===== config.mk =====
export PLATFORM = sky130hd
export DESIGN_NAME = wtu_top
export DESIGN_NICKNAME = d
export VERILOG_FILES = /design/src/logic/wtu_pkg.sv /design/src/logic/wtu_tick_gen.sv /design/src/logic/wtu_out_shaper.sv /design/src/logic/wtu_top.sv
export SDC_FILE = /design/constraint.sdc
export NUM_CORES = 1
export LEC_CHECK = 0
export BUFFER_PORTS_ARGS = -buffer_cell sky130_fd_sc_hd__buf_4
export CAP_MARGIN = 0
export CORE_AREA = 2 2 93 95
export CTS_BUF_LIST = sky130_fd_sc_hd__clkbuf_8
export CTS_CLUSTER_DIAMETER = 60
export DETAILED_ROUTE_END_ITERATION = 7
export DIE_AREA = 0 0 95 97
export GPL_TIMING_DRIVEN = 0
export PLACE_DENSITY = 0.77
export SETUP_SLACK_MARGIN = 0.05
export SKIP_LAST_GASP = 1
export SLEW_MARGIN = 20
export SYNTH_ARGS = -nofsm -noshare
export SYNTH_HDL_FRONTEND = slang
export SYNTH_SLANG_ARGS = --single-unit
export TNS_END_PERCENT = 30

===== constraint.sdc =====
create_clock -name REF_CLK -period 2.1 [get_ports REF_CLK]
set_clock_uncertainty 0.05 [all_clocks]
set_input_delay 0.315 -clock REF_CLK [delete_from_list [all_inputs] [get_ports REF_CLK]]
set_output_delay 0.315 -clock REF_CLK [all_outputs]
set_load 0.1 [all_outputs]

===== src/logic/wtu_pkg.sv =====
// package of the watchdog timeout unit: register map, fields, timing, carriers
// assumes a 10 MHz reference clock and an APB master with 32-bit data
package wtu_pkg;

    // ------------------------------------------------------------------
    // timing
    // ------------------------------------------------------------------
    localparam int CLK_PERIOD_NS = 100;
    localparam int SECOND_NS     = 1_000_000_000;
    localparam int CYC_PER_SEC   = SECOND_NS / CLK_PERIOD_NS;
    localparam int SEC_PER_MIN   = 60;
    localparam int PULSE_NS      = 1000;                  // width of a pulse-mode timeout
    localparam int PULSE_CYC     = (PULSE_NS / CLK_PERIOD_NS < 1) ? 1
                                   : PULSE_NS / CLK_PERIOD_NS;

    // ------------------------------------------------------------------
    // register map: offsets are word indices, byte address is 4x
    // ------------------------------------------------------------------
    localparam int         ADDR_W        = 12;
    localparam logic [7:0] IDX_CONTROL   = 8'hf0;
    localparam logic [7:0] IDX_COUNT     = 8'hf1;
    localparam logic [7:0] IDX_STATE     = 8'hf2;
    localparam logic [ADDR_W-1:0] ADDR_CONTROL = {2'h0, IDX_CONTROL, 2'h0};
    localparam logic [ADDR_W-1:0] ADDR_COUNT   = {2'h0, IDX_COUNT, 2'h0};
    localparam logic [ADDR_W-1:0] ADDR_STATE   = {2'h0, IDX_STATE, 2'h0};

    // ------------------------------------------------------------------
    // fields and reset values
    // ------------------------------------------------------------------
    localparam int         CTRL_LEVEL_BIT = 0;
    localparam int         CTRL_MINUTE_BIT = 3;
    localparam int         CTRL_W         = 4;            // bits 4..7 reserved, read zero
    localparam int         ST_TRIG_BIT    = 5;
    localparam int         ST_STATUS_BIT  = 4;
    localparam logic [7:0] ST_SPARE_MASK  = 8'hcf;        // unused bits that still store
    localparam logic [3:0] CTRL_RESET     = 4'h0;
    localparam logic [7:0] COUNT_RESET    = 8'h00;
    localparam logic [7:0] COUNT_OFF      = 8'h00;
    localparam logic [7:0] COUNT_LAST     = 8'h01;
    localparam logic [7:0] SPARE_RESET    = 8'h00;

    // ------------------------------------------------------------------
    // bus carriers
    // ------------------------------------------------------------------
    typedef struct packed {
        logic              psel;
        logic              penable;
        logic              pwrite;
        logic [ADDR_W-1:0] paddr;
        logic [31:0]       pwdata;
    } wtu_apb_req_t;

    typedef struct packed {
        logic [31:0] prdata;
        logic        pready;
        logic        pslverr;
    } wtu_apb_rsp_t;

endpackage


===== src/logic/wtu_tick_gen.sv =====
// free-running prescaler giving one-cycle second and minute ticks
// assumes the system clock and synchronous reset of the top module
`timescale 1ns/1ps
module wtu_tick_gen #(
    parameter int CYC_PER_SEC = 10_000_000,
    parameter int SEC_PER_MIN = 60
) (
    // clock and reset
    input  logic clk,
    input  logic rst,
    // tick enables
    output logic sec_tick,
    output logic min_tick
);
    localparam int CW = $clog2(CYC_PER_SEC);
    localparam int SW = $clog2(SEC_PER_MIN);

    typedef struct packed {
        logic [CW-1:0] cyc;
        logic [SW-1:0] sec;
        logic          s_tick;
        logic          m_tick;
    } wtu_tick_state_t;

    wtu_tick_state_t r, n;

    // ------------------------------------------------------------------
    // counters; never restarted by a reload, so the first unit is partial
    // ------------------------------------------------------------------
    always_comb begin
        n        = r;
        n.s_tick = 1'b0;
        n.m_tick = 1'b0;
        if (r.cyc == CW'(CYC_PER_SEC - 1)) begin
            n.cyc    = '0;
            n.s_tick = 1'b1;
            if (r.sec == SW'(SEC_PER_MIN - 1)) begin
                n.sec    = '0;
                n.m_tick = 1'b1;
            end else begin
                n.sec = r.sec + SW'(1);
            end
        end else begin
            n.cyc = r.cyc + CW'(1);
        end
    end

    always_ff @(posedge clk) begin
        if (rst) begin
            r <= '0;
        end else begin
            r <= n;
        end
    end

    assign sec_tick = r.s_tick;
    assign min_tick = r.m_tick;

endmodule // wtu_tick_gen


===== src/logic/wtu_out_shaper.sv =====
// shapes timeout events into a pulse or a held level
// assumes fire and release are one-cycle strobes on the same clock
`timescale 1ns/1ps
module wtu_out_shaper #(
    parameter int PULSE_CYC = 10
) (
    // clock and reset
    input  logic clk,
    input  logic rst,
    // events
    input  logic fire,
    input  logic release_lvl,
    input  logic level_mode,
    // output
    output logic out
);
    localparam int PW = $clog2(PULSE_CYC + 1);

    typedef struct packed {
        logic [PW-1:0] left;
        logic          held;
        logic          out;
    } wtu_shape_state_t;

    wtu_shape_state_t r, n;

    // ------------------------------------------------------------------
    // a new event wins over a release in the same cycle
    // ------------------------------------------------------------------
    always_comb begin
        n = r;
        if (r.left != '0) begin
            n.left = r.left - PW'(1);
        end
        if (release_lvl) begin
            n.held = 1'b0;
        end
        if (fire) begin
            if (level_mode) begin
                n.held = 1'b1;
            end else begin
                n.left = PW'(PULSE_CYC);
            end
        end
        n.out = n.held | (n.left != '0);
    end

    always_ff @(posedge clk) begin
        if (rst) begin
            r <= '0;
        end else begin
            r <= n;
        end
    end

    assign out = r.out;

endmodule // wtu_out_shaper


===== src/logic/wtu_top.sv =====
// watchdog timeout unit: APB register slave, down-counter, timeout output
// assumes a 10 MHz REF_CLK, synchronous RST, and an APB3 master
`timescale 1ns/1ps

module wtu_top #(
    parameter int CYC_PER_SEC_P = wtu_pkg::CYC_PER_SEC,
    parameter int SEC_PER_MIN_P = wtu_pkg::SEC_PER_MIN,
    parameter int PULSE_CYC_P   = wtu_pkg::PULSE_CYC
) (
    // clock and reset
    input  logic                  REF_CLK,
    input  logic                  RST,
    // register bus
    input  wtu_pkg::wtu_apb_req_t APB_REQ,
    output wtu_pkg::wtu_apb_rsp_t APB_RSP,
    // watchdog output
    output logic                  WDT_TIMEOUT
);
    import wtu_pkg::*;

    typedef struct packed {
        logic [CTRL_W-1:0] ctrl;
        logic [7:0]        cnt;
        logic              status;
        logic [7:0]        spare;
        logic              pready;
        logic              pslverr;
        logic [31:0]       prdata;
    } wtu_top_state_t;

    wtu_top_state_t r, n;

    logic       sec_tick;
    logic       min_tick;
    logic       unit_tick;
    logic       acc;
    logic       done;
    logic       hit;
    logic       wr_ctrl;
    logic       wr_cnt;
    logic       wr_state;
    logic       reload;
    logic       expire;
    logic       trig;
    logic       fire;
    logic       release_lvl;
    logic [7:0] rd_byte;

    // ------------------------------------------------------------------
    // tick source and output shaper
    // ------------------------------------------------------------------
    wtu_tick_gen #(
        .CYC_PER_SEC (CYC_PER_SEC_P),
        .SEC_PER_MIN (SEC_PER_MIN_P)
    ) u_ticks (
        .clk      (REF_CLK),
        .rst      (RST),
        .sec_tick (sec_tick),
        .min_tick (min_tick)
    );

    wtu_out_shaper #(
        .PULSE_CYC (PULSE_CYC_P)
    ) u_shape (
        .clk         (REF_CLK),
        .rst         (RST),
        .fire        (fire),
        .release_lvl (release_lvl),
        .level_mode  (r.ctrl[CTRL_LEVEL_BIT]),
        .out         (WDT_TIMEOUT)
    );

    // ------------------------------------------------------------------
    // bus decode: one wait state, so read data comes from a flop
    // ------------------------------------------------------------------
    assign acc      = APB_REQ.psel & APB_REQ.penable;
    assign done     = acc & r.pready;
    assign wr_ctrl  = done & APB_REQ.pwrite & (APB_REQ.paddr == ADDR_CONTROL);
    assign wr_cnt   = done & APB_REQ.pwrite & (APB_REQ.paddr == ADDR_COUNT);
    assign wr_state = done & APB_REQ.pwrite & (APB_REQ.paddr == ADDR_STATE);

    // read mux; reserved control bits and the trigger bit read zero
    always_comb begin
        hit     = 1'b1;
        rd_byte = 8'h00;
        case (APB_REQ.paddr)
            ADDR_CONTROL: rd_byte = {{(8 - CTRL_W){1'b0}}, r.ctrl};
            ADDR_COUNT:   rd_byte = r.cnt;
            ADDR_STATE: begin
                rd_byte                = r.spare;
                rd_byte[ST_STATUS_BIT] = r.status;
            end
            default:      hit = 1'b0;
        endcase
    end

    // ------------------------------------------------------------------
    // watchdog events
    // ------------------------------------------------------------------
    // minute mode counts on minute ticks; the prescaler is not
    // restarted on load, which keeps it cheap at the cost of one unit
    assign unit_tick = r.ctrl[CTRL_MINUTE_BIT] ? min_tick : sec_tick;
    assign expire    = unit_tick & (r.cnt == COUNT_LAST);
    assign trig      = wr_state & APB_REQ.pwdata[ST_TRIG_BIT];
    assign reload    = wr_cnt & (APB_REQ.pwdata[7:0] != COUNT_OFF);
    assign fire      = expire | trig;
    assign release_lvl = reload | (wr_state & ~APB_REQ.pwdata[ST_STATUS_BIT]);

    // ------------------------------------------------------------------
    // next state
    // ------------------------------------------------------------------
    always_comb begin
        n         = r;
        n.pready  = acc & ~r.pready;
        n.pslverr = acc & ~r.pready & ~hit;
        if (acc & ~r.pready) begin
            n.prdata = {24'h000000, rd_byte};
        end
        // countdown; zero holds, so the watchdog stays off
        if (unit_tick && (r.cnt != COUNT_OFF)) begin
            n.cnt = r.cnt - 8'h01;
        end
        if (wr_ctrl) begin
            n.ctrl = APB_REQ.pwdata[CTRL_W-1:0];
        end
        if (wr_cnt) begin
            n.cnt = APB_REQ.pwdata[7:0];
        end
        if (wr_state) begin
            n.spare  = APB_REQ.pwdata[7:0] & ST_SPARE_MASK;
            n.status = APB_REQ.pwdata[ST_STATUS_BIT];
        end
        if (reload) begin
            n.status = 1'b0;
        end
        // an event in the clearing cycle is kept: set wins
        if (fire) begin
            n.status = 1'b1;
        end
    end

    // reset leaves the count at zero, so the watchdog starts disabled
    always_ff @(posedge REF_CLK) begin
        if (RST) begin
            r         <= '0;
            r.ctrl    <= CTRL_RESET;
            r.cnt     <= COUNT_RESET;
            r.spare   <= SPARE_RESET;
        end else begin
            r <= n;
        end
    end

    // the bus answer comes straight from the state flops
    assign APB_RSP.prdata  = r.prdata;
    assign APB_RSP.pready  = r.pready;
    assign APB_RSP.pslverr = r.pslverr;
endmodule // wtu_top


==> impl_metrics.csv, run 1 <==
group,metric,value,unit
outcome,status,"finished clean",
power,power,3.08,mW
clock_tree,clkSinkCount,67,
critical_path,r2r_slack,0.02,ns
floorplanning,die_w,95,µm
final_layout,area_growth_syn_to_layout,22.9,%
final_layout,finalNetCount,565,
synth,ys_async_sr_fraction,0,%
clock_tree,hold_buffers,0,
power,leakagePower,1.66,nW
timing,slew_viol_final,0,
final_layout,drive_above_1_share,24.1,%
detailed_routing,vias_per_cell,5.56,
synth,yosysTopAreaCell,"dfxtp_1",
timing,fmax,481,MHz
global_routing,grtUsageTotal,19.0,%
synth,netlist_top_cells_count,"dfxtp_1, a21oi_1, buf_4",
synth,yosysSeqAreaShare,37.0,%
detailed_routing,routed_wl,8810,µm
timing,min_period,2.08,ns
global_routing,antenna_found_initial,0,
detailed_routing,routedWlPerCell,14.2,µm
timing,rsz0062_at_grt,"yes",
floorplanning,die_h,97,µm
clock_tree,clockBufferDepth,2,
place,place.gp.congestion,0.887,
timing,holdWs,0.189,ns
floorplanning,io_pins,84,
place,dpl.hpwl,6320,µm
critical_path,cp.arrival,2.26,ns
critical_path,cpMaxStageDelayCell,"or4b_4",
synth,synth-edff-count,0,
floorplanning,core,0.00813,mm²
synth,syn_avg_cell_area,8.31,µm²
synth,synth_most_common_cell,"dfxtp_1",
floorplanning,num_rows,33,
clock_tree,root_buffer,"clkbuf_8",
final_layout,multi_input_area,0.00206,mm²
timing,relSlewSlack,36.1,%
final_layout,antenna_cells,0,
critical_path,cp_cell_sequence,"or4b_4 -> or3_4 -> buf_8 -> o21ai_4 -> buf_6 -> a21oi_1",
clock_tree,cts_max_level,3,
timing,tightest_slew,0.949,ns
clock_tree,cts_buffers,9,
clock_tree,clk_pin_slew_worst_paths,0.08,ns
flow_run,max_cap_viol_count,0,
synth,synth_top_area_share,37.0,%
detailed_routing,dr_total_vias,3443,
critical_path,crit_fanout,7,
clock_tree,clock_latency,0.34,ns
critical_path,critPathTopFamily,"simple AND/OR/NAND/NOR gates",
synth,yosysWarnings,0,
synth,synthesis.area,0.00362,mm²
final_layout,regArea,0.00135,mm²
detailed_routing,drc,0,
synth,ys_types,56,
global_routing,grt_pass1_wl,14100,µm
final_layout,nFillCells,747,
synth,syn_inst,436,
place,portBuffers,35,
floorplanning,die-area,0.00922,mm²
critical_path,crit_required,2.28,ns
critical_path,crit_path_end_kind,"flip-flop",
timing,setup_viol,0,
synth,ys_ff_latch,67,
floorplanning,initial_core_util,44.5,%
synth,synthFlopType,"dfxtp_1",
timing,fin_crit_sh,99.0,%
detailed_routing,drtIter0Drc,244,
global_routing,grt_pass1_vias,3142,
power,powerDensity,691,mW/mm²
detailed_routing,first_pass_iters,4,
critical_path,cpPeakStageDelay,0.54,ns
detailed_routing,drtAntennaViolNets,0,
critical_path,path_buf_inv,2,
global_routing,grt_max_degree,12,
final_layout,post-route-util,54.7,%
min_path,hold_path_class,"in -> reg",
global_routing,overflow,0,
critical_path,startpoint_type,"flip-flop",
synth,netlist_top_cells_area,"dfxtp_1, buf_4, a21oi_1",
clock_tree,cts_tree,"done",
power,ir_drop,0.302,mV
critical_path,criticalPathCategory,"reg -> reg",
timing,final_hold_viol_count,0,
[cell usage in the layout, fill, tap and decap left out, types with 7 or more instances in the layout]
cell and count:
a21oi_1 34, o31ai_1 12, conb_1 24, buf_4 74, nand2_1 34, xor2_1 11
nand3_1 25, xnor2_1 7, nor3_1 7, o21ai_0 15, nor2_1 26, nand4_1 16
clkbuf_8 10, clkbuf_1 12, dfxtp_1 62, or4_1 12, inv_1 12
[flip-flops by register name, indices dropped and copies added, names as in the netlist]
register / flops
APB_RSP: 10
u_shape.out: 1
u_ticks.sec_tick: 1
u_ticks.min_tick: 1
u_ticks.r: 30
u_shape.r: 5
r: 19
[layer usage]
metal | vias up | track usage [%] | wire (µm)
met1 | 1613 | 23.6 | 3790
met3 | 13 | 4.83 | 614
met2 | 112 | 31.8 | 4280
li1 | 1705 | - | -
met4 | 0 | 6.02 | 129
met5 | - | 0 | 0
[power by group]
part	internal (mW)	switching, mW
registers	1.31	0.0371
logic	0.220	0.456
clock network	0.570	0.479
[final timing paths]
kind / to / cells after the start / start
setup reg to reg: u_ticks.r[31] / 6 / u_ticks.r[16]
setup / recovery: u_ticks.r[31] / 6 / u_ticks.r[16]
hold / removal: r[34] / 3 / APB_REQ[0]
hold reg to reg: APB_RSP[3] / 2 / APB_RSP[3]
[per-stage QoR]
stage / worst slack (ns) / instances / cell area (µm²) / setup TNS, ns
final: 0.0208 / 619 / 4450 / 0
after floorplan: 0.0118 / 459 / 3710 / 0
after CTS: -0.0339 / 617 / 4370 / -0.0339
after detailed placement: -0.342 / 599 / 4110 / -6.31
after global placement: -0.324 / 599 / 4110 / -5.44
after global routing: -0.0453 / 619 / 4450 / -0.201
[repair_timing]
item                                    4_1_cts  5_1_grt
gates resized for setup                      11       22
setup buffers                                 2        3
endpoints found under the setup margin       35       41
gates cloned                                  1        1
pin swaps                                     3        4
[cell type report]
cell class / count / share of cell area [%]
timing repair buffer: 42 / 7.25
multi-input combinational: 327 / 46.3
buffer: 52 / 7.93
clock buffer: 10 / 3.09
sequential: 67 / 30.3
tap: 105 / 2.95
inverter: 11 / 0.927
clock inverter: 5 / 1.24
[cells by family after synthesis]
kind of cell,synth area share [%]
and+or+nand+nor,26.1
buffers and inverters,10.5
AOI/OAI and AO/OA,17.5
DFF,37.0
other,0.103
muxes,2.31
xor gates and xnor gates,4.35
adders and majority gates,2.07
[worst min-delay path, stage by stage]
cell,delay (ns)
buf_4,0.12
nand2_1,0.05
a21oi_1,0.05
(Power assumes the default switching activity.)
==> run 2, diff against run 1 <==
==> constraint.sdc (replaced) <==
create_clock -name REF_CLK -period 2.1 [get_ports REF_CLK]
set_clock_uncertainty 0.05 [all_clocks]
set_input_delay 0.21 -clock REF_CLK [delete_from_list [all_inputs] [get_ports REF_CLK]]
set_output_delay 0.21 -clock REF_CLK [all_outputs]
set_load 0.1 [all_outputs]
==> impl_metrics.csv, run 2 (synthesized netlist as in run 1, its figures left out) <==
group,metric,value,unit
floorplanning,core,0.00813,mm²
detailed_routing,drc,0,
flow_run,max_cap_viol_count,0,
timing,rsz0062_at_grt,"yes",
power,leakagePower,1.65,nW
final_layout,largest_reg_flops,30,
global_routing,grt_max_degree,13,
place,place_ws,-0.264,ns
clock_tree,cts_tree,"done",
place,dpl.hpwl,6420,µm
critical_path,crit_path_end_kind,"flip-flop",
global_routing,grtUsageTotal,19.4,%
global_routing,grt_pass1_vias,3152,
timing,final_hold_viol_count,0,
floorplanning,die-area,0.00922,mm²
floorplanning,die_h,97,µm
min_path,hold_path_class,"in -> reg",
global_routing,grt_pass1_wl,14400,µm
detailed_routing,routed_wl,8830,µm
clock_tree,clk_pin_slew_worst_paths,0.07,ns
clock_tree,root_buffer,"clkbuf_8",
final_layout,area_growth_syn_to_layout,21.4,%
timing,fmax,479,MHz
timing,tightest_slew,0.904,ns
final_layout,antenna_cells,0,
critical_path,path_buf_inv,1,
floorplanning,num_rows,33,
power,power,3.07,mW
final_layout,layout_common_cells,"buf_4, dfxtp_1, a21oi_1",
global_routing,overflow,0,
critical_path,crit_required,2.30,ns
global_routing,antenna_found_initial,0,
clock_tree,clkSinkCount,67,
place,place.gp.congestion,0.874,
detailed_routing,vias_per_cell,5.48,
clock_tree,cts_max_level,3,
timing,slew_viol_final,0,
detailed_routing,first_pass_iters,4,
timing,relSlewSlack,39.6,%
critical_path,critPathTopFamily,"simple AND/OR/NAND/NOR gates",
timing,fin_crit_sh,99.5,%
critical_path,crit_fanout,7,
detailed_routing,routedWlPerCell,14.3,µm
floorplanning,io_pins,84,
outcome,status,"finished clean",
power,ir_drop,0.303,mV
detailed_routing,dr_total_vias,3387,
final_layout,finalNetCount,563,
final_layout,final_common_cell,"buf_4",
critical_path,cpPeakStageDelay,0.55,ns
detailed_routing,drtIter0Drc,133,
timing,worst_slack,0.0115,ns
critical_path,cp_cell_sequence,"or4b_4 -> or3_4 -> o21ai_4 -> buf_2 -> nor2_1",
place,portBuffers,35,
floorplanning,die_w,95,µm
clock_tree,clockBufferDepth,2,
critical_path,cp.arrival,2.28,ns
clock_tree,cts_buffers,9,
critical_path,cpMaxStageDelayCell,"or4b_4",
clock_tree,clock_latency,0.35,ns
critical_path,criticalPathCategory,"reg -> reg",
timing,setup_viol,0,
final_layout,regMostFlops,"u_ticks.r",
critical_path,startpoint_type,"flip-flop",
floorplanning,initial_core_util,44.5,%
timing,min_period,2.09,ns
detailed_routing,drtAntennaViolNets,0,
power,powerDensity,698,mW/mm²
final_layout,drive_above_1_share,22.6,%
[run 2: stage by stage]
| stage | instance area (µm²) | util (%) | instances | setup TNS (ns) | hold WS [ns] |
|---|---|---|---|---|---|
| after floorplan | 3710 | - | 459 | 0 | 0.292 |
| after global placement | 4100 | 50.5 | 599 | -3.74 | 0.386 |
| after detailed placement | 4100 | 50.5 | 599 | -4.98 | 0.403 |
| after CTS | 4370 | 53.7 | 619 | 0 | 0.0617 |
| after global routing | 4400 | 54.1 | 618 | -0.136 | 0.0787 |
| final | 4400 | 54.1 | 618 | 0 | 0.0775 |
[run 2: final timing paths]
kind,from,end,slack [ns],cells after the start
worst max-delay path,u_ticks.r[19],u_ticks.r[18],0.01,5
worst min-delay path,APB_REQ[7],r[41],0.08,3
worst max register to register,u_ticks.r[19],u_ticks.r[18],0.01,5
worst min register to register,APB_RSP[5],APB_RSP[5],0.41,2
[run 2: worst min-delay path: cells and delay by family]
family          cells  cell delay, ns
compound gates      1            0.05
buf+inv             1            0.12
simple gates        1            0.05
[run 2: cell type report]
| cell class | count | area [µm²] |
|---|---|---|
| Clock inverter | 7 | 67.6 |
| Inverter | 11 | 41.3 |
| Tap cell | 105 | 131 |
| Timing Repair Buffer | 41 | 309 |
| Sequential cell | 67 | 1350 |
| Multi-Input combinational cell | 327 | 2040 |
| Fill cell | 736 | 3740 |
| Clock buffer | 9 | 124 |
| Buffer | 51 | 338 |
[run 2: timing repair]
item                                    CTS  global route
buffers inserted                          3             1
resized for setup                        10            11
endpoints found under the setup margin   36            27
gates cloned                              2             0
pin swaps                                 3             3
hold buffers                              0             0
[run 2: metal layers]
metal  vias up  track usage, %  share of wire, %
met4         0            7.92               2.1
met3        17            4.44               5.1
met2        93            32.5                49
li1       1698               -                 -
met5         -               0                 0
met1      1579            23.8                44
[run 2: where the power goes]
group | internal [mW] | switching, mW | total (mW)
clock | 0.543 | 0.509 | 1.05
sequential | 1.31 | 0.0360 | 1.35
combinational | 0.218 | 0.451 | 0.669
total | 2.07 | 0.996 | 3.07
